==> src/design/uit_params.svh <==
/*
 * Constants for the serial transceiver interrupt block: register offsets,
 * field positions, reset values and timing counts.
 * Assumes it is included by bare name after the package is compiled.
 */
`ifndef UIT_PARAMS_SVH
`define UIT_PARAMS_SVH

// ************************************************************
// Register offsets
// ************************************************************
`define UIT_OFS_DATA        4'h0
`define UIT_OFS_CTRL        4'h4
`define UIT_OFS_FLAG        4'h8
`define UIT_OFS_LEVEL       4'hC
`define UIT_OFS_STATUS      5'h10
`define UIT_OFS_ENABLE      5'h14
`define UIT_OFS_CLEAR       5'h18
`define UIT_OFS_BAUD        5'h1C

// ************************************************************
// Field positions and reset values
// ************************************************************
`define UIT_CTRL_TXEN       0
`define UIT_CTRL_RXEN       1
`define UIT_CTRL_FIFOEN     2
`define UIT_CTRL_PAREN      3
`define UIT_CTRL_PARODD     4
`define UIT_IRQ_RX          0
`define UIT_IRQ_TX          1
`define UIT_IRQ_TO          2
`define UIT_IRQ_FE          3
`define UIT_IRQ_PE          4
`define UIT_IRQ_BE          5
`define UIT_IRQ_OE          6
`define UIT_FLAG_BUSY       0
`define UIT_FLAG_TXFULL     1
`define UIT_FLAG_RXEMPTY    2
`define UIT_CTRL_RST        5'h00
`define UIT_LEVEL_RST       3'h4
`define UIT_BAUD_RST        8'h1A

// ************************************************************
// Timing counts and FIFO depth
// ************************************************************
`define UIT_TIMEOUT_BITS    9'd511
`define UIT_OVS             4'hF
`define UIT_OVS_MID         4'h7
`define UIT_FIFO_DEPTH      4'h8

`endif

==> src/design/uit_pkg.sv <==
/*
 * Types shared by the transceiver interrupt block.
 * Assumes nothing beyond a SystemVerilog compiler.
 */
package uit_pkg;
   typedef enum logic [1:0] {TX_IDLE, TX_START, TX_DATA, TX_STOP} uit_tx_e;
   typedef logic [7:0] uit_byte_t;
endpackage : uit_pkg

==> src/design/uit_rx.sv <==
/*
 * Receive frame engine: samples a synchronised serial line at 16x and
 * reports per-frame results as one-cycle pulses.
 * Assumes rxd_i already passed the three-stage synchroniser and that
 * tick_i is a one-cycle oversample strobe.
 */
`include "uit_params.svh"
module uit_rx (
   input  wire logic               core_clk_i,
   input  wire logic               sys_rst_i,
   input  wire logic               tick_i,
   input  wire logic               en_i,
   input  wire logic               par_en_i,
   input  wire logic               par_odd_i,
   input  wire logic               rxd_i,
   output logic                    done_o,
   output uit_pkg::uit_byte_t      data_o,
   output logic                    par_err_o,
   output logic                    frm_err_o,
   output logic                    brk_o
);
   // ************************************************************
   // Frame state
   // ************************************************************
   logic       busy, next_busy;
   logic [3:0] ovs, next_ovs;
   logic [3:0] bitn, next_bitn;
   logic [7:0] shr, next_shr;
   logic       par, next_par;
   logic       zero, next_zero;
   logic       next_done, next_pe, next_fe, next_brk;
   uit_pkg::uit_byte_t next_data;
   logic [3:0] last_bit;

   assign last_bit = par_en_i ? 4'hA : 4'h9;

   // Next state, sampling at mid-bit
   always_comb begin
      next_busy = busy;
      next_ovs  = ovs;
      next_bitn = bitn;
      next_shr  = shr;
      next_par  = par;
      next_zero = zero;
      next_done = 1'b0;
      next_pe   = 1'b0;
      next_fe   = 1'b0;
      next_brk  = 1'b0;
      next_data = data_o;
      if (!busy) begin
         if (en_i && tick_i && !rxd_i) begin
            next_busy = 1'b1;
            next_ovs  = 4'h0;
            next_bitn = 4'h0;
            next_par  = par_odd_i;
            next_zero = 1'b1;
         end
      end else if (tick_i) begin
         next_ovs = ovs + 4'h1;
         if (ovs == `UIT_OVS_MID) begin
            next_bitn = bitn + 4'h1;
            if (bitn == 4'h0 && rxd_i) begin
               next_busy = 1'b0;   // False start glitch
            end else if (bitn >= 4'h1 && bitn <= 4'h8) begin
               next_shr  = {rxd_i, shr[7:1]};
               next_par  = par ^ rxd_i;
               next_zero = zero & ~rxd_i;
            end else if (bitn == 4'h9 && par_en_i) begin
               next_pe   = (par ^ rxd_i);
               next_zero = zero & ~rxd_i;
            end
            if (bitn == last_bit) begin
               next_busy = 1'b0;
               next_done = 1'b1;
               next_data = shr;
               next_fe   = ~rxd_i;
               next_brk  = zero & ~rxd_i;
            end
         end
      end
   end

   // Registers
   always_ff @(posedge core_clk_i or posedge sys_rst_i) begin
      if (sys_rst_i) begin
         busy      <= 1'b0;
         ovs       <= 4'h0;
         bitn      <= 4'h0;
         shr       <= 8'h00;
         par       <= 1'b0;
         zero      <= 1'b0;
         done_o    <= 1'b0;
         data_o    <= 8'h00;
         par_err_o <= 1'b0;
         frm_err_o <= 1'b0;
         brk_o     <= 1'b0;
      end else begin
         busy      <= next_busy;
         ovs       <= next_ovs;
         bitn      <= next_bitn;
         shr       <= next_shr;
         par       <= next_par;
         zero      <= next_zero;
         done_o    <= next_done;
         data_o    <= next_data;
         par_err_o <= next_pe;
         frm_err_o <= next_fe;
         brk_o     <= next_brk;
      end
   end
endmodule : uit_rx

==> src/design/uit_top.sv <==
/*
 * Serial transceiver with interrupt generation: transmit hold register and
 * shifter, receive FIFO, error and timeout events, sticky status, enable,
 * write-one clear and one level interrupt.
 * Assumes a single-cycle register port with read data one cycle later and
 * an asynchronous serial input from a remote device.
 */
// Implementation choices: the plain strobed port and the placing of the registers.
`include "uit_params.svh"
module uit_top (
   input  wire logic        core_clk_i,
   input  wire logic        sys_rst_i,
   input  wire logic [4:0]  addr_i,
   input  wire logic [31:0] wdata_i,
   input  wire logic        wr_i,
   input  wire logic        rd_i,
   output logic      [31:0] rdata_o,
   input  wire logic        rxd_i,
   output logic             txd_o,
   output logic             irq_o
);
   // ************************************************************
   // Decoding
   // ************************************************************
   function automatic logic hit(input logic [4:0] a, input logic [4:0] ofs);
      hit = (a == ofs);
   endfunction : hit

   logic wr_data, wr_ctrl, wr_level, wr_en, wr_clr, wr_baud, rd_data;
   assign wr_data  = wr_i && hit(addr_i, {1'b0, `UIT_OFS_DATA});
   assign wr_ctrl  = wr_i && hit(addr_i, {1'b0, `UIT_OFS_CTRL});
   assign wr_level = wr_i && hit(addr_i, {1'b0, `UIT_OFS_LEVEL});
   assign wr_en    = wr_i && hit(addr_i, `UIT_OFS_ENABLE);
   assign wr_clr   = wr_i && hit(addr_i, `UIT_OFS_CLEAR);
   assign wr_baud  = wr_i && hit(addr_i, `UIT_OFS_BAUD);
   assign rd_data  = rd_i && hit(addr_i, {1'b0, `UIT_OFS_DATA});

   // ************************************************************
   // Configuration registers
   // ************************************************************
   logic [4:0] ctrl, next_ctrl;
   logic [2:0] level, next_level;
   logic [6:0] irq_en, next_irq_en;
   logic [7:0] baud, next_baud;

   // Software-written settings
   always_comb begin
      next_ctrl   = wr_ctrl  ? wdata_i[4:0] : ctrl;
      next_level  = wr_level ? wdata_i[2:0] : level;
      next_irq_en = wr_en    ? wdata_i[6:0] : irq_en;
      next_baud   = wr_baud  ? wdata_i[7:0] : baud;
   end

   always_ff @(posedge core_clk_i or posedge sys_rst_i) begin
      if (sys_rst_i) begin
         ctrl   <= `UIT_CTRL_RST;
         level  <= `UIT_LEVEL_RST;
         irq_en <= 7'h00;
         baud   <= `UIT_BAUD_RST;
      end else begin
         ctrl   <= next_ctrl;
         level  <= next_level;
         irq_en <= next_irq_en;
         baud   <= next_baud;
      end
   end

   // ************************************************************
   // Oversample clock and input synchroniser
   // ************************************************************
   logic [7:0] bdiv, next_bdiv;
   logic       tick;
   logic [2:0] rx_sync;
   logic       rx_line, next_rx_line;

   // Divider; a zero divisor still ticks every cycle rather than stalling
   always_comb begin
      tick      = (bdiv == 8'h00);
      next_bdiv = tick ? baud : bdiv - 8'h01;
      // Line level only moves when the last two stages agree
      next_rx_line = (rx_sync[2] == rx_sync[1]) ? rx_sync[1] : rx_line;
   end

   always_ff @(posedge core_clk_i or posedge sys_rst_i) begin
      if (sys_rst_i) begin
         bdiv    <= 8'h00;
         rx_sync <= 3'b111;
         rx_line <= 1'b1;
      end else begin
         bdiv    <= next_bdiv;
         rx_sync <= {rx_sync[1:0], rxd_i};
         rx_line <= next_rx_line;
      end
   end

   // ************************************************************
   // Transmitter
   // ************************************************************
   uit_pkg::uit_tx_e   tx_st, next_tx_st;
   uit_pkg::uit_byte_t hold, next_hold, tsh, next_tsh;
   logic       hold_full, next_hold_full;
   logic [3:0] tovs, next_tovs;
   logic [2:0] tbit, next_tbit;
   logic       next_txd;
   logic       tx_irq, next_tx_irq;
   logic       tx_sw_clr, next_tx_sw_clr;
   logic       stop_gen, load;

   // Shifter, hold register and the transmit interrupt level
   always_comb begin
      next_tx_st     = tx_st;
      next_hold      = hold;
      next_hold_full = hold_full;
      next_tsh       = tsh;
      next_tovs      = tovs;
      next_tbit      = tbit;
      next_txd       = txd_o;
      next_tx_irq    = tx_irq;
      next_tx_sw_clr = tx_sw_clr;
      stop_gen       = 1'b0;
      load           = 1'b0;
      if (tick && tx_st != uit_pkg::TX_IDLE) begin
         next_tovs = tovs + 4'h1;
      end
      case (tx_st)
         uit_pkg::TX_IDLE: begin
            next_txd = 1'b1;
            if (ctrl[`UIT_CTRL_TXEN] && hold_full && tick) begin
               load       = 1'b1;
               next_tx_st = uit_pkg::TX_START;
               next_tovs  = 4'h0;
               next_txd   = 1'b0;
            end
         end
         uit_pkg::TX_START: begin
            if (tick && tovs == `UIT_OVS) begin
               next_tx_st = uit_pkg::TX_DATA;
               next_tbit  = 3'h0;
               next_txd   = tsh[0];
            end
         end
         uit_pkg::TX_DATA: begin
            if (tick && tovs == `UIT_OVS) begin
               next_tsh  = {1'b1, tsh[7:1]};
               next_txd  = tsh[1];
               next_tbit = tbit + 3'h1;
               if (tbit == 3'h7) begin
                  next_tx_st = uit_pkg::TX_STOP;
                  next_txd   = 1'b1;
                  stop_gen   = 1'b1;
               end
            end
         end
         default: begin
            // Next frame chains straight on if the buffer is already full
            if (tick && tovs == `UIT_OVS) begin
               next_tx_st = uit_pkg::TX_IDLE;
               if (ctrl[`UIT_CTRL_TXEN] && hold_full) begin
                  load       = 1'b1;
                  next_tx_st = uit_pkg::TX_START;
                  next_txd   = 1'b0;
               end
            end
         end
      endcase
      if (load) begin
         next_tsh       = hold;
         next_hold_full = 1'b0;
         next_tx_irq    = 1'b1;
      end
      if (wr_data) begin
         next_hold      = wdata_i[7:0];
         next_hold_full = 1'b1;
         next_tx_irq    = 1'b0;
         // Write at stop generation after a software clear is swallowed
         if (tx_sw_clr && stop_gen) begin
            next_tx_sw_clr = 1'b0;
         end
      end
      if (stop_gen && !tx_sw_clr && !hold_full && !wr_data) begin
         next_tx_irq = 1'b1;
      end
      if (wr_clr && wdata_i[`UIT_IRQ_TX]) begin
         next_tx_irq    = 1'b0;
         next_tx_sw_clr = (tx_st != uit_pkg::TX_IDLE);
      end else if (tx_st == uit_pkg::TX_IDLE) begin
         next_tx_sw_clr = 1'b0;
      end
   end

   always_ff @(posedge core_clk_i or posedge sys_rst_i) begin
      if (sys_rst_i) begin
         tx_st     <= uit_pkg::TX_IDLE;
         hold      <= 8'h00;
         hold_full <= 1'b0;
         tsh       <= 8'h00;
         tovs      <= 4'h0;
         tbit      <= 3'h0;
         txd_o     <= 1'b1;
         tx_irq    <= 1'b0;
         tx_sw_clr <= 1'b0;
      end else begin
         tx_st     <= next_tx_st;
         hold      <= next_hold;
         hold_full <= next_hold_full;
         tsh       <= next_tsh;
         tovs      <= next_tovs;
         tbit      <= next_tbit;
         txd_o     <= next_txd;
         tx_irq    <= next_tx_irq;
         tx_sw_clr <= next_tx_sw_clr;
      end
   end

   // ************************************************************
   // Receiver and receive FIFO
   // ************************************************************
   logic rx_done, rx_pe, rx_fe, rx_brk;
   uit_pkg::uit_byte_t rx_data;

   uit_rx u_rx (
      .core_clk_i (core_clk_i),
      .sys_rst_i  (sys_rst_i),
      .tick_i     (tick),
      .en_i       (ctrl[`UIT_CTRL_RXEN]),
      .par_en_i   (ctrl[`UIT_CTRL_PAREN]),
      .par_odd_i  (ctrl[`UIT_CTRL_PARODD]),
      .rxd_i      (rx_line),
      .done_o     (rx_done),
      .data_o     (rx_data),
      .par_err_o  (rx_pe),
      .frm_err_o  (rx_fe),
      .brk_o      (rx_brk)
   );

   uit_pkg::uit_byte_t mem [8];
   logic [2:0] wp, rp, next_wp, next_rp;
   logic [3:0] cnt, next_cnt, depth;
   logic       push, pop, full, ovr_ev, rx_ev;
   logic [8:0] to_cnt, next_to_cnt;
   logic [3:0] to_ovs, next_to_ovs;
   logic       to_ev;

   // Depth is one in single-byte mode
   always_comb begin
      depth  = ctrl[`UIT_CTRL_FIFOEN] ? `UIT_FIFO_DEPTH : 4'h1;
      full   = (cnt == depth);
      ovr_ev = rx_done && full;
      push   = rx_done && !full;
      pop    = rd_data && (cnt != 4'h0);
      next_wp  = push ? wp + 3'h1 : wp;
      next_rp  = pop  ? rp + 3'h1 : rp;
      next_cnt = cnt + {3'h0, push} - {3'h0, pop};
      if (ctrl[`UIT_CTRL_FIFOEN]) begin
         rx_ev = push && (next_cnt == {1'b0, level});
      end else begin
         rx_ev = push;
      end
      // Timeout counts whole transfer-clock periods of idle line with data held
      next_to_ovs = to_ovs;
      next_to_cnt = to_cnt;
      to_ev       = 1'b0;
      if (cnt == 4'h0 || rx_done || pop || !rx_line) begin
         next_to_ovs = 4'h0;
         next_to_cnt = 9'd0;
      end else if (tick && to_cnt != `UIT_TIMEOUT_BITS) begin
         next_to_ovs = to_ovs + 4'h1;
         if (to_ovs == `UIT_OVS) begin
            next_to_cnt = to_cnt + 9'd1;
            to_ev = (to_cnt == `UIT_TIMEOUT_BITS - 9'd1);
         end
      end
   end

   always_ff @(posedge core_clk_i or posedge sys_rst_i) begin
      if (sys_rst_i) begin
         wp     <= 3'h0;
         rp     <= 3'h0;
         cnt    <= 4'h0;
         to_cnt <= 9'd0;
         to_ovs <= 4'h0;
      end else begin
         wp     <= next_wp;
         rp     <= next_rp;
         cnt    <= next_cnt;
         to_cnt <= next_to_cnt;
         to_ovs <= next_to_ovs;
      end
   end

   // Storage carries no reset; only the pointers define its content
   always_ff @(posedge core_clk_i) begin
      if (push) begin
         mem[wp] <= rx_data;
      end
   end

   // ************************************************************
   // Sticky status, interrupt and read port
   // ************************************************************
   logic [6:0] stat, next_stat, ev;

   // Set beats a simultaneous clear; the transmit bit follows its level
   always_comb begin
      ev = {ovr_ev, rx_brk, rx_pe, rx_fe, to_ev, 1'b0, rx_ev};
      next_stat = (stat & ~(wr_clr ? wdata_i[6:0] : 7'h00)) | ev;
      next_stat[`UIT_IRQ_TX] = next_tx_irq;
   end

   logic [31:0] next_rdata;

   // Unmapped offsets read as zero
   always_comb begin
      next_rdata = 32'h0000_0000;
      if (rd_data) begin
         next_rdata = {24'h00_0000, mem[rp]};
      end else if (rd_i && hit(addr_i, {1'b0, `UIT_OFS_CTRL})) begin
         next_rdata = {27'h000_0000, ctrl};
      end else if (rd_i && hit(addr_i, {1'b0, `UIT_OFS_FLAG})) begin
         next_rdata = {29'h0000_0000, cnt == 4'h0, hold_full, tx_st != uit_pkg::TX_IDLE};
      end else if (rd_i && hit(addr_i, {1'b0, `UIT_OFS_LEVEL})) begin
         next_rdata = {29'h0000_0000, level};
      end else if (rd_i && hit(addr_i, `UIT_OFS_STATUS)) begin
         next_rdata = {25'h000_0000, stat};
      end else if (rd_i && hit(addr_i, `UIT_OFS_ENABLE)) begin
         next_rdata = {25'h000_0000, irq_en};
      end else if (rd_i && hit(addr_i, `UIT_OFS_BAUD)) begin
         next_rdata = {24'h00_0000, baud};
      end
   end

   always_ff @(posedge core_clk_i or posedge sys_rst_i) begin
      if (sys_rst_i) begin
         stat    <= 7'h00;
         rdata_o <= 32'h0000_0000;
      end else begin
         stat    <= next_stat;
         rdata_o <= next_rdata;
      end
   end

   assign irq_o = |(stat & irq_en);
endmodule : uit_top

==> config.mk <==
export PLATFORM = sky130hd
export DESIGN_NAME = uit_top
export DESIGN_NICKNAME = d
export VERILOG_FILES = /design/src/design/uit_pkg.sv /design/src/design/uit_rx.sv /design/src/design/uit_top.sv
export VERILOG_INCLUDE_DIRS = /design/src /design/src/design
export SDC_FILE = /design/constraint.sdc
export NUM_CORES = 1
export LEC_CHECK = 0
export ABC_AREA = 1
export BUFFER_PORTS_ARGS = -buffer_cell sky130_fd_sc_hd__buf_2
export CAP_MARGIN = 20
export CORE_AREA = 2 2 127 129
export CTS_CLUSTER_SIZE = 20
export DETAILED_ROUTE_END_ITERATION = 7
export DIE_AREA = 0 0 129 131
export PLACE_DENSITY = 0.88
export SLEW_MARGIN = 20
export SYNTH_ARGS = -nofsm -noshare
export SYNTH_HDL_FRONTEND = slang
export SYNTH_SLANG_ARGS = --single-unit
export TNS_END_PERCENT = 20
==> constraint.sdc <==
create_clock -name core_clk_i -period 5.5 [get_ports core_clk_i]
set_input_delay 0.275 -clock core_clk_i [delete_from_list [all_inputs] [get_ports core_clk_i]]
set_output_delay 0.275 -clock core_clk_i [all_outputs]
set_load 0.02 [all_outputs]
After elaboration in Yosys (flattened, before gate mapping):

Memory sizes are Yosys's and may differ from the RTL's.
Cells that the tools add are included.

* flip-flop bits (word level): 157
* bits in writable memories: 64
* bits in latches: 0
* bits of input ports: 42
* memories kept: 1
* ROM bits: 0

* multiply operators: 0
* bitwise operators: 8
* $add $sub $neg: 11
* shift-type cells: 0
* reductions and logical operators: 72
* mux-type cells: 105
* order comparisons: 2
* divide/modulo/power cells: 0
* eq/ne operators: 29

Memory list
* mem: words 8, width 8, read ports 1, clocked after memory_dff 0, wr ports 1, RTL line uit_top.sv:236 `uit_pkg::uit_byte_t mem [8];`

Operators by type and width (count)
* 2-to-1 mux 8 bit: 11
* 2-to-1 mux 1 bit: 66
* 2-to-1 mux 4 bit: 12
* logical AND 1 bit: 32
* 2-to-1 mux 9 bit: 3
* == test 5 bit (second input constant): 4
* AND reduction 5 bit: 4
* nonzero test 2 bit: 9
* adder 4 x 1 -> 4 bit (second input constant): 4
* inequality test 2 bit (second input constant): 8
* AND 7 bit: 2
* == test 4 bit (second input constant): 3
* 2-to-1 mux 2 bit: 6
* == test 5 x 4 -> 1 bit (second input constant): 2
* adder 3 x 1 -> 3 bit (second input constant): 3
* adder 9 x 1 -> 9 bit (second input constant): 1
* == test 9 bit (second input constant): 1
* inequality test 9 bit (second input constant): 1
* == test 4 bit: 2
* zero test 4 bit: 2
* zero test 8 bit: 1
* AND reduction 2 bit: 4
* AND reduction 4 bit: 2
* nonzero test 4 bit: 2
* 32 further kinds: 42

Logic depth before layout (Yosys ltp):

Gate-level depths: netlist (run 1).

* depth in word-level cells: 10
* mapped depth: 17

Hierarchy:

A second synthesis (run 1) with hierarchy kept.

* cell total of the unflattened synthesis: 997
* area total of the unflattened synthesis: 9292.7 um^2

Modules (own cells, without submodules)
* uit_top: seq. area each 4460.5 um^2, area each 7714.9 um^2, cells an instance 820, times used 1
* uit_rx: seq. area each 775.7 um^2, area each 1577.8 um^2, cells an instance 177, times used 1

Worst setup path after synthesis (run 1):

No wires, ideal clock.

* path kind: input to register
* from: input port addr_i[1]
* to: register stat[0]
* library setup time: 0.065 ns
* data arrival time: 2.424 ns
* cell stages on the path: 17
* required time: 5.435 ns
* slack: 3.011 ns
* path through: nor2_2 -> nand2_1 -> nor2_2 -> nand2_1 -> inv_1 -> ha_1 -> inv_1 -> ha_1 -> inv_1 -> fa_1 -> inv_1 -> nand2_1 -> a21oi_1 -> nand2_1 -> o21ai_0 -> nand2_1 -> nand2_1

* word-level cells in the longest chain between the ends: 8
* elaborated cells between the ends (all ways): 13

RTL lines
* start, declared: RTL line uit_top.sv:13 `input wire logic [4:0] addr_i,`
* zero test 5 bit: RTL line uit_top.sv:26 `hit = (a == ofs);`
* logical AND 1 bit: RTL line uit_top.sv:36 `` assign rd_data = rd_i && hit(addr_i, {1'b0, `UIT_OFS_DATA}); ``
* logical AND 1 bit: RTL line uit_top.sv:250 `pop = rd_data && (cnt != 4'h0);`
* named net pop: RTL line uit_top.sv:239 `logic push, pop, full, ovr_ev, rx_ev;`
* subtractor 4 x 1 -> 4 bit: RTL line uit_top.sv:253 `next_cnt = cnt + {3'h0, push} - {3'h0, pop};`
* named net next_cnt[1]: RTL line uit_top.sv:238 `logic [3:0] cnt, next_cnt, depth;`
* == test 4 x 3 -> 1 bit: RTL line uit_top.sv:255 `rx_ev = push && (next_cnt == {1'b0, level});`
* logical AND 1 bit: RTL line uit_top.sv:255
* 2-to-1 mux 1 bit: RTL line uit_top.sv:254 `` if (ctrl[`UIT_CTRL_FIFOEN]) begin ``
* OR 7 bit: RTL line uit_top.sv:306 `next_stat = (stat & ~(wr_clr ? wdata_i[6:0] : 7'h00)) | ev;`
* named net next_stat[0]: RTL line uit_top.sv:301 `logic [6:0] stat, next_stat, ev;`
* end signal, assigned: RTL line uit_top.sv:337 `stat <= next_stat;`
* end, declared: RTL line uit_top.sv:301

The timed path passes the listed nets, and every way through them passes these cells.
A chain may end at the register's enable or synchronous reset.

Worst setup path after layout (run 1):

* from: register cnt[2]
* to: register stat[0]

* elaborated cells between the ends (all ways): 11

RTL lines
* start, declared: RTL line uit_top.sv:238
* start signal, assigned: RTL line uit_top.sv:285 `cnt <= next_cnt;`
* nonzero test 4 bit: RTL line uit_top.sv:250
* logical AND 1 bit: RTL line uit_top.sv:250
* named net pop: RTL line uit_top.sv:239
* subtractor 4 x 1 -> 4 bit: RTL line uit_top.sv:253
* named net next_cnt[1]: RTL line uit_top.sv:238
* == test 4 x 3 -> 1 bit: RTL line uit_top.sv:255
* logical AND 1 bit: RTL line uit_top.sv:255
* 2-to-1 mux 1 bit: RTL line uit_top.sv:254
* OR 7 bit: RTL line uit_top.sv:306
* named net next_stat[0]: RTL line uit_top.sv:301

The timed path passes the listed nets, and every way through them passes these cells.

==> out/qor.tcl, run 1 <==
set qor(core_region_area_sq_um) 15600
set qor(cts.root.buffer_cell) {sky130_fd_sc_hd__clkbuf_16}
set qor(fmax_ghz) 0.369
set qor(final-setup-viol-count) 0
set qor(maximum_fanout_encountered_on_the_critical_timing_path) 4
set qor(routed-via-count) 6869
set qor(run_status) {complete, no violations}
set qor(detail_route.wirelength.met1_mm) 7.87
set qor(layout_setup_ws_ns) 2.79
set qor(io_buffer_count) 27
set qor(min_delay_path_depth) 3
set qor(wire_per_inst_um) 15.6
set qor(r2r_cell_count) 17
set qor(drcViolationCount) 0
set qor(grt-ovfl-total) 0
set qor(floorplan.initialDensity_pct) 58.9
set qor(clkTransAtPathRegs_ns) 0.07
set qor(dpl_ws_ns) 2.45
set qor(total_negative_slack_for_setup_checks_ns) 0
set qor(worst-slew-pin-transition_ns) 0.940
set qor(synth_area_sq_um) 9190
set qor(critical_path_data_required_time_ns) 5.89
set qor(syn_area_per_cell_sq_um) 9.32
set qor(multi_input_comb_area_sq_um) 3350
set qor(critical_path_arrival_ns) 3.10
set qor(rsz_0062_raised_after_global_routing) {false}
set qor(period_minus_slack_ns) 2.71
set qor(critPathKind) {reg -> reg}
set qor(power_frac_clock_pct) 32.3
set qor(final-max-slew-violation-count) 0
set qor(globalRouteTotalUtil_pct) 24.4
set qor(cp-end-kind) {flip-flop}
set qor(dp.final_hpwl_mm) 12.7
set qor(synth_edf_count) 64
set qor(detailedRoute.firstPassIterationCount) 5
set qor(number_of_vias_per_cell_after_detailed_routing) 5.53
set qor(top_layer_used_by_detailed_routing) {met4}
set qor(antenna_cells_inserted) 0
set qor(fillCellCount) 1136
set qor(largest_net_degree_at_the_start_of_global_routing) 84
set qor(min-delay-path-class) {in -> reg}
set qor(cts_htree_levels) 4
set qor(numCtsBuffers) 17
set qor(dp_cells) 1209
set qor(timing.critical_path.from_type) {flip-flop}
set qor(row_count) 46
set qor(post_synth_main_area_contributors) {sky130_fd_sc_hd__dfrtp_1 (33%), sky130_fd_sc_hd__edfxtp_1 (21%), sky130_fd_sc_hd__nand2_1 (8.3%), sky130_fd_sc_hd__o21ai_0 (6.5%), sky130_fd_sc_hd__nor2_1 (4.8%)}
set qor(maxSlewHeadroom_pct) 37.3
set qor(p_leak_nw) 4.34
set qor(cell_area_power_density_nw_per_um2) 380
set qor(grt_pass1_vias) 6552
set qor(dieHeight_um) 131
set qor(timing.max_cap.violations) 0
set qor(layout-area-overhead-vs-synth_pct) 9.00
set qor(ys_ff_latch) 196
set qor(cts_num_sinks) 196
set qor(total_switching_power_mw) 1.21
set qor(yosys_top_cell_area_share_pct) 33.5
set qor(wl_met2_mm) 9.65
set qor(io_pins) 76
set qor(cells_after_synth) 986
set qor(fraction_of_the_cycle_the_final_worst_path_needs_pct) 49.3
set qor(postPlaceCellArea_sq_um) 9410
set qor(share_of_total_power_in_combinational_logic_pct) 20.3
set qor(internal-power_mw) 2.59
set qor(finClkSkew_ns) 0.0112
set qor(share_of_cells_above_drive_strength_1_pct) 8.77
set qor(sequentialPowerShare_pct) 47.4
set qor(ys_dominant_reg_cell) {sky130_fd_sc_hd__dfrtp_1}
set qor(grt_first_pass_wirelength_mm) 31.5
set qor(synth_cell_types) 45
set qor(async_flop_share_pct) 67.3
set qor(wl_met3_mm) 1.54
set qor(antenna_violating_nets_post_route) 0
set qor(share_of_synthesized_area_occupied_by_flip_flops_and_latches_pct) 57.0
set qor(synth_warnings) 0
set qor(tritoncts_clock_tree) {built}
set qor(drt-initial-drc-count) 629
set qor(routabilityCongestion) 0.903
set qor(peakVddDrop_v) 0.000250
set qor(die_width_um) 129
set qor(routed_wirelength_mm) 19.4
set qor(synth_largest_area_cell) {sky130_fd_sc_hd__dfrtp_1}
set qor(dieArea_sq_um) 16900
set qor(switching_part_of_the_total_power_pct) 31.9
set qor(worstSkewPairLatency_ns) 0.45
set qor(final_nets) 1080
set qor(antenna_found_initial) 0
set qor(seq_area_sq_um) 5240
set qor(final-instance-count-excl-fill) 1242
set qor(clockBufferDepth) 2
set qor(final_area_sq_um) 10000
set qor(count_of_endpoints_failing_hold_in_the_final_timing_report) 0
-- critical path, stage by stage (launching register included) --
cell	delay (ns)
sky130_fd_sc_hd__dfrtp_1	0.36
sky130_fd_sc_hd__inv_1	0.10
sky130_fd_sc_hd__ha_1	0.18
sky130_fd_sc_hd__nand3_1	0.13
sky130_fd_sc_hd__nand2_1	0.13
sky130_fd_sc_hd__inv_1	0.09
sky130_fd_sc_hd__ha_1	0.28
sky130_fd_sc_hd__inv_1	0.06
sky130_fd_sc_hd__ha_1	0.15
sky130_fd_sc_hd__inv_1	0.05
sky130_fd_sc_hd__fa_1	0.46
sky130_fd_sc_hd__inv_1	0.09
sky130_fd_sc_hd__nand2_1	0.05
sky130_fd_sc_hd__a21oi_1	0.12
sky130_fd_sc_hd__nand2_1	0.06
sky130_fd_sc_hd__o21ai_0	0.20
sky130_fd_sc_hd__nand2_1	0.09
sky130_fd_sc_hd__nand2_1	0.06
-- Yosys cell counts (2+ instances only) --
| master | n |
|---|---|
| sky130_fd_sc_hd__a21oi_1 | 16 |
| sky130_fd_sc_hd__buf_2 | 3 |
| sky130_fd_sc_hd__buf_4 | 24 |
| sky130_fd_sc_hd__buf_6 | 3 |
| sky130_fd_sc_hd__clkbuf_1 | 14 |
| sky130_fd_sc_hd__dfrtp_1 | 123 |
| sky130_fd_sc_hd__dfstp_2 | 9 |
| sky130_fd_sc_hd__edfxtp_1 | 64 |
| sky130_fd_sc_hd__ha_1 | 23 |
| sky130_fd_sc_hd__inv_1 | 104 |
| sky130_fd_sc_hd__inv_2 | 2 |
| sky130_fd_sc_hd__nand2_1 | 203 |
| sky130_fd_sc_hd__nand2_4 | 3 |
| sky130_fd_sc_hd__nand3_1 | 64 |
| sky130_fd_sc_hd__nand3_4 | 3 |
| sky130_fd_sc_hd__nand3b_1 | 2 |
| sky130_fd_sc_hd__nand4_1 | 20 |
| sky130_fd_sc_hd__nor2_1 | 117 |
| sky130_fd_sc_hd__nor2_2 | 4 |
| sky130_fd_sc_hd__nor2_4 | 2 |
| sky130_fd_sc_hd__nor2_8 | 2 |
| sky130_fd_sc_hd__nor3_1 | 3 |
| sky130_fd_sc_hd__o211ai_1 | 2 |
| sky130_fd_sc_hd__o21ai_0 | 119 |
| sky130_fd_sc_hd__o21ai_1 | 10 |
| sky130_fd_sc_hd__o21bai_1 | 4 |
| sky130_fd_sc_hd__o221ai_1 | 2 |
| sky130_fd_sc_hd__o22ai_1 | 7 |
| sky130_fd_sc_hd__or2_2 | 2 |
| sky130_fd_sc_hd__xnor2_1 | 3 |
| sky130_fd_sc_hd__xor2_1 | 15 |
-- through the flow --
| step | utilization [%] | power (mW) | hold WS (ns) |
|---|---|---|---|
| CTS | 64.2 | 3.80 | 0.116 |
| floorplan | - | 2.39 | 0.279 |
| detailed placement | 60.4 | 2.57 | 0.333 |
| global route | 64.2 | 3.99 | 0.131 |
| finish | 64.2 | 3.80 | 0.122 |
| global placement | 60.4 | 2.53 | 0.333 |
-- per-layer routing --
layer | vias to the layer above | track usage (%)
met5 | - | 0
met1 | 3265 | 30.6
met3 | 33 | 5.62
li1 | 3266 | -
met2 | 305 | 41.3
met4 | 0 | 9.72
-- cell families (layout without fill, tap and decap cells) --
logic type	count (synthesis)	after routing	share of synthesized area, %
compound gates	164	164	9.40
simple gates	430	430	20.9
fa+ha+maj	25	25	3.46
flops	196	196	57.0
xor+xnor	18	18	1.72
buf+inv	152	169	7.49
other cells	1	24	0.0408
-- power by group through the flow --
stage	Sequential [mW]	Combinational (mW)	Clock, mW
3_5_place_dp	1.82	0.753	0
3_3_place_gp	1.82	0.714	0
5_1_grt	1.82	0.883	1.28
2_1_floorplan	1.77	0.615	0
4_1_cts	1.80	0.771	1.23
6_report	1.80	0.772	1.23
-- repair_timing --
item                      4_1_cts  5_1_grt
hold endpoints to repair       47        0
hold buffers                    2        0
buffers inserted                0        0
gates resized for setup         0        0
-- layout by cell type (no fill, tap or decap), types with 2 or more instances in the layout --
cell and instances:
sky130_fd_sc_hd__clkbuf_1 2, sky130_fd_sc_hd__nand3_4 3, sky130_fd_sc_hd__xor2_1 15, sky130_fd_sc_hd__nor3_1 3, sky130_fd_sc_hd__nand3b_1 2, sky130_fd_sc_hd__nor2_4 2
sky130_fd_sc_hd__or2_2 2, sky130_fd_sc_hd__nor2_8 2, sky130_fd_sc_hd__nor2_1 117, sky130_fd_sc_hd__buf_2 27, sky130_fd_sc_hd__o21ai_0 119, sky130_fd_sc_hd__dlygate4sd3_1 2
sky130_fd_sc_hd__edfxtp_1 64, sky130_fd_sc_hd__a21oi_1 16, sky130_fd_sc_hd__inv_1 103, sky130_fd_sc_hd__clkinv_4 2, sky130_fd_sc_hd__nand3_1 64, sky130_fd_sc_hd__inv_2 2
sky130_fd_sc_hd__o221ai_1 2, sky130_fd_sc_hd__o21bai_1 4, sky130_fd_sc_hd__o21ai_1 10, sky130_fd_sc_hd__ha_1 23, sky130_fd_sc_hd__clkbuf_16 17, sky130_fd_sc_hd__clkinvlp_4 5
sky130_fd_sc_hd__o22ai_1 7, sky130_fd_sc_hd__nand2_4 3, sky130_fd_sc_hd__conb_1 24, sky130_fd_sc_hd__o211ai_1 2, sky130_fd_sc_hd__nand4_1 20, sky130_fd_sc_hd__nand2_1 203
sky130_fd_sc_hd__bufinv_16 2, sky130_fd_sc_hd__nor2_2 4, sky130_fd_sc_hd__dfstp_2 9, sky130_fd_sc_hd__dfrtp_1 123, sky130_fd_sc_hd__xnor2_1 3
-- final timing paths --
check                                          start                    end  slack (ns)
max in group asynchronous                  sys_rst_i      bdiv[2]$_DFF_PP0_        4.03
min in group asynchronous                  sys_rst_i  to_cnt[4]$_DFFE_PP0P_        0.39
worst max register to register      cnt[2]$_DFF_PP0_      stat[0]$_DFF_PP0_        2.79
worst min-delay path                      wdata_i[1]  tx_sw_clr$_DFFE_PP0P_        0.12
worst max-delay path                cnt[2]$_DFF_PP0_      stat[0]$_DFF_PP0_        2.79
worst min register to register  rx_sync[1]$_DFF_PP1_   rx_sync[2]$_DFF_PP1_        0.37
-- area by class of cell --
| type | count | share of cell area, % |
|---|---|---|
| Sequential cell | 196 | 52.3 |
| Multi-Input combinational cell | 661 | 33.5 |
| Clock buffer | 20 | 4.46 |
| Inverter | 107 | 4.06 |
| Tap cell | 216 | 2.70 |
| Timing Repair Buffer | 31 | 1.74 |
| Clock inverter | 11 | 1.31 |
-- state kept, by name, indices dropped and copies added (netlist names), 7 cells and up --
signal,cells
to_cnt,9
rdata_o,8
hold,8
tsh,8
baud,8
u_rx.shr,8
mem,64
stat,7
bdiv,8
u_rx.data_o,8
irq_en,7
Note: power is estimated with default switching activity, not from simulation.
==> run 2, diff against run 1 <==
--- a/config.mk
+++ b/config.mk
@@ -9,11 +9,11 @@
 export ABC_AREA = 1
 export BUFFER_PORTS_ARGS = -buffer_cell sky130_fd_sc_hd__buf_2
 export CAP_MARGIN = 20
-export CORE_AREA = 2 2 127 129
+export CORE_AREA = 2 2 134 136
 export CTS_CLUSTER_SIZE = 20
 export DETAILED_ROUTE_END_ITERATION = 7
-export DIE_AREA = 0 0 129 131
-export PLACE_DENSITY = 0.88
+export DIE_AREA = 0 0 136 138
+export PLACE_DENSITY = 0.84
 export SLEW_MARGIN = 20
 export SYNTH_ARGS = -nofsm -noshare
 export SYNTH_HDL_FRONTEND = slang
==> constraint.sdc (replaced) <==
create_clock -name core_clk_i -period 2.2 [get_ports core_clk_i]
set_input_delay 0.11 -clock core_clk_i [delete_from_list [all_inputs] [get_ports core_clk_i]]
set_output_delay 0.11 -clock core_clk_i [all_outputs]
set_load 0.02 [all_outputs]
==> out/qor.tcl, run 2 (synthesis results as in run 1) <==
set qor(total_negative_slack_for_setup_checks_ns) -0.486 ;# was 0 ns
set qor(flip_flop_count_of_the_largest_register_all_copies_and_words_added) 64 ;# unchanged
set qor(rsz_0062_raised_after_global_routing) {true} ;# was false
set qor(cp-end-kind) {flip-flop} ;# unchanged
set qor(setup.reg_to_reg.worst_slack_ns) -0.25 ;# was 2.79 ns
set qor(row_count) 49 ;# was 46
set qor(postPlaceCellArea_sq_um) 9760 ;# was 9410 sq um
set qor(max_flop_register) {mem} ;# unchanged
set qor(io_pins) 76 ;# unchanged
set qor(drt-initial-drc-count) 795 ;# was 629
set qor(critical_path_data_required_time_ns) 2.53 ;# was 5.89 ns
set qor(post_layout_total_power_mw) 9.82 ;# was 3.80 mW
set qor(layout_top_registers) {mem (64), to_cnt (9)} ;# unchanged
set qor(dpl_ws_ns) -0.311 ;# was 2.45 ns
set qor(layout_setup_ws_ns) -0.247 ;# was 2.79 ns
set qor(core_region_area_sq_um) 17500 ;# was 15600 sq um
set qor(dp.final_hpwl_mm) 13.6 ;# was 12.7 mm
set qor(worst_path_max_delay_cell) {sky130_fd_sc_hd__dfrtp_1} ;# was sky130_fd_sc_hd__fa_1
set qor(antenna_violating_nets_post_route) 0 ;# unchanged
set qor(numCtsBuffers) 17 ;# unchanged
set qor(detail_route.wirelength.met1_mm) 8.10 ;# was 7.87 mm
set qor(antenna_cells_inserted) 0 ;# unchanged
set qor(worst-slew-pin-transition_ns) 0.618 ;# was 0.940 ns
set qor(final_area_sq_um) 10600 ;# was 10000 sq um
set qor(globalRouteTotalUtil_pct) 23.3 ;# was 24.4%
set qor(routed_wirelength_mm) 21.0 ;# was 19.4 mm
set qor(p_leak_nw) 4.65 ;# was 4.34 nW
set qor(antenna_found_initial) 0 ;# unchanged
set qor(routed-via-count) 7236 ;# was 6869
set qor(io_buffer_count) 27 ;# unchanged
set qor(wire_per_inst_um) 16.0 ;# was 15.6 um
set qor(cts_num_sinks) 196 ;# unchanged
set qor(run_status) {finished, violations left} ;# was complete, no violations
set qor(grt_first_pass_wirelength_mm) 34.1 ;# was 31.5 mm
set qor(grt-ovfl-total) 0 ;# unchanged
set qor(dieHeight_um) 138 ;# was 131 um
set qor(final-max-slew-violation-count) 0 ;# unchanged
set qor(worstSkewPairLatency_ns) 0.44 ;# was 0.45 ns
set qor(final-setup-viol-count) 15 ;# was 0
set qor(clockBufferDepth) 2 ;# unchanged
set qor(critPathKind) {reg -> reg} ;# unchanged
set qor(peakVddDrop_v) 0.000615 ;# was 0.000250 V
set qor(cell_area_power_density_nw_per_um2) 925 ;# was 380 nW/um^2
set qor(period_minus_slack_ns) 2.45 ;# was 2.71 ns
set qor(final_nets) 1139 ;# was 1080
set qor(wl_met2_mm) 10.6 ;# was 9.65 mm
set qor(clkTransAtPathRegs_ns) 0.07 ;# about the same
set qor(chain_of_cells_forming_the_critical_path) {inv_2 -> o21bai_1 -> nand4_1 -> nand2_2 -> ha_4 -> inv_4 -> ha_4 -> inv_2 -> fa_2 -> xor2_2 -> xor2_1 -> o21ai_1 -> nand2_1 -> nand2_1} ;# was inv_1 -> ha_1 -> nand3_1 -> nand2_1 -> inv_1 -> ha_1 -> inv_1 -> ha_1 -> inv_1 -> fa_1 -> inv_1 -> nand2_1 -> a21oi_1 -> nand2_1 -> o21ai_0 -> nand2_1 -> nand2_1
set qor(finClkSkew_ns) 0.00699 ;# was 0.0112 ns
set qor(fillCellCount) 1320 ;# was 1136
set qor(r2r_cell_count) 14 ;# was 17
set qor(maxSlewHeadroom_pct) 58.7 ;# was 37.3%
set qor(top_layer_used_by_detailed_routing) {met4} ;# unchanged
set qor(floorplan.initialDensity_pct) 52.4 ;# was 58.9%
set qor(fmax_ghz) 0.409 ;# was 0.369 GHz
set qor(fraction_of_the_cycle_the_final_worst_path_needs_pct) 111 ;# was 49.3%
set qor(share_of_cells_above_drive_strength_1_pct) 15.7 ;# was 8.77%
set qor(timing.critical_path.from_type) {flip-flop} ;# unchanged
set qor(routabilityCongestion) 0.898 ;# was 0.903
set qor(drcViolationCount) 0 ;# unchanged
set qor(count_of_endpoints_failing_hold_in_the_final_timing_report) 0 ;# unchanged
set qor(critical_path_arrival_ns) 2.77 ;# was 3.10 ns
set qor(number_of_vias_per_cell_after_detailed_routing) 5.50 ;# was 5.53
set qor(min_delay_path_depth) 3 ;# unchanged
set qor(cts_htree_levels) 4 ;# unchanged
set qor(violations) {negative setup slack}
set qor(layout_common_cells) {sky130_fd_sc_hd__nand2_1 (199), sky130_fd_sc_hd__dfrtp_1 (123), sky130_fd_sc_hd__o21ai_0 (117)} ;# was sky130_fd_sc_hd__nand2_1 (203), sky130_fd_sc_hd__dfrtp_1 (123), sky130_fd_sc_hd__o21ai_0 (119)
set qor(dieArea_sq_um) 18800 ;# was 16900 sq um
set qor(die_width_um) 136 ;# was 129 um
set qor(maximum_fanout_encountered_on_the_critical_timing_path) 3 ;# was 4
set qor(grt_pass1_vias) 6910 ;# was 6552
set qor(final_core_utilization_pct) 60.6 ;# was 64.2%
set qor(timing.max_cap.violations) 0 ;# unchanged
set qor(min-delay-path-class) {in -> reg} ;# unchanged
set qor(layout_commonest_cell) {sky130_fd_sc_hd__nand2_1} ;# unchanged
set qor(cts.root.buffer_cell) {sky130_fd_sc_hd__clkbuf_16} ;# unchanged
set qor(wl_met3_mm) 1.59 ;# was 1.54 mm
set qor(layout-area-overhead-vs-synth_pct) 15.6 ;# was 9.00%
set qor(critical-path-max-stage-delay_ns) 0.40 ;# was 0.46 ns
set qor(largest_net_degree_at_the_start_of_global_routing) 84 ;# unchanged
set qor(detailedRoute.firstPassIterationCount) 5 ;# unchanged
set qor(tritoncts_clock_tree) {built} ;# unchanged
run 2: critical path, delay by kind of cell, from the launching register on:
kind | cells | cell delay, ns
adders and majority gates | 3 | 0.71
and+or+nand+nor | 4 | 0.42
xor gates and xnor gates | 2 | 0.41
DFF | 1 | 0.40
AOI/OAI and AO/OA | 2 | 0.24
buffers and inverters | 3 | 0.14
run 2: path summary, 6_finish.rpt:
path | from | endpoint
hold reg to reg | rx_sync[0]$_DFF_PP1_ | rx_sync[1]$_DFF_PP1_
max in group asynchronous | sys_rst_i | baud[1]$_DFFE_PP1P_
setup / recovery | cnt[0]$_DFF_PP0_ | stat[0]$_DFF_PP0_
setup reg to reg | cnt[0]$_DFF_PP0_ | stat[0]$_DFF_PP0_
hold / removal | wdata_i[0] | level[0]$_DFFE_PP0P_
min in group asynchronous | sys_rst_i | to_cnt[5]$_DFFE_PP0P_
run 2: metrics by stage:
step / std cells / hold WS, ns
global placement: 1264 / 0.145
floorplan: 1009 / 0.114
global route: 1315 / 0.0570
finish: 1315 / 0.0672
detailed placement: 1264 / 0.148
CTS: 1314 / 0.0353
run 2: power breakdown:
group	internal, mW	total (mW)	switching (mW)
Combinational	0.831	2.30	1.47
Clock	1.60	3.02	1.42
Sequential	4.14	4.50	0.367
run 2: timing repair:
item,CTS,global route
buffers inserted,15,1
hold buffers,4,0
hold endpoints to repair,21,0
setup endpoints to repair,2,14
gates resized for setup,31,11
pin swaps,13,10
run 2: metal layers:
layer | track usage, % | vias to the layer above
met5 | 0 | -
met4 | 11.1 | 0
met3 | 4.80 | 62
met2 | 38.4 | 341
met1 | 29.2 | 3455
li1 | - | 3378
run 2: final cells by class:
type                    instances  area [sq um]  share of cell area, %
flip-flops and latches        196          5240                   49.3
multi-input cells             661          3440                   32.4
repair buffers                 90           676                   6.36
clock buffers                  18           429                   4.04
inverters                     107           410                   3.86
well taps                     229           287                   2.70
clock inverters                14           143                   1.34
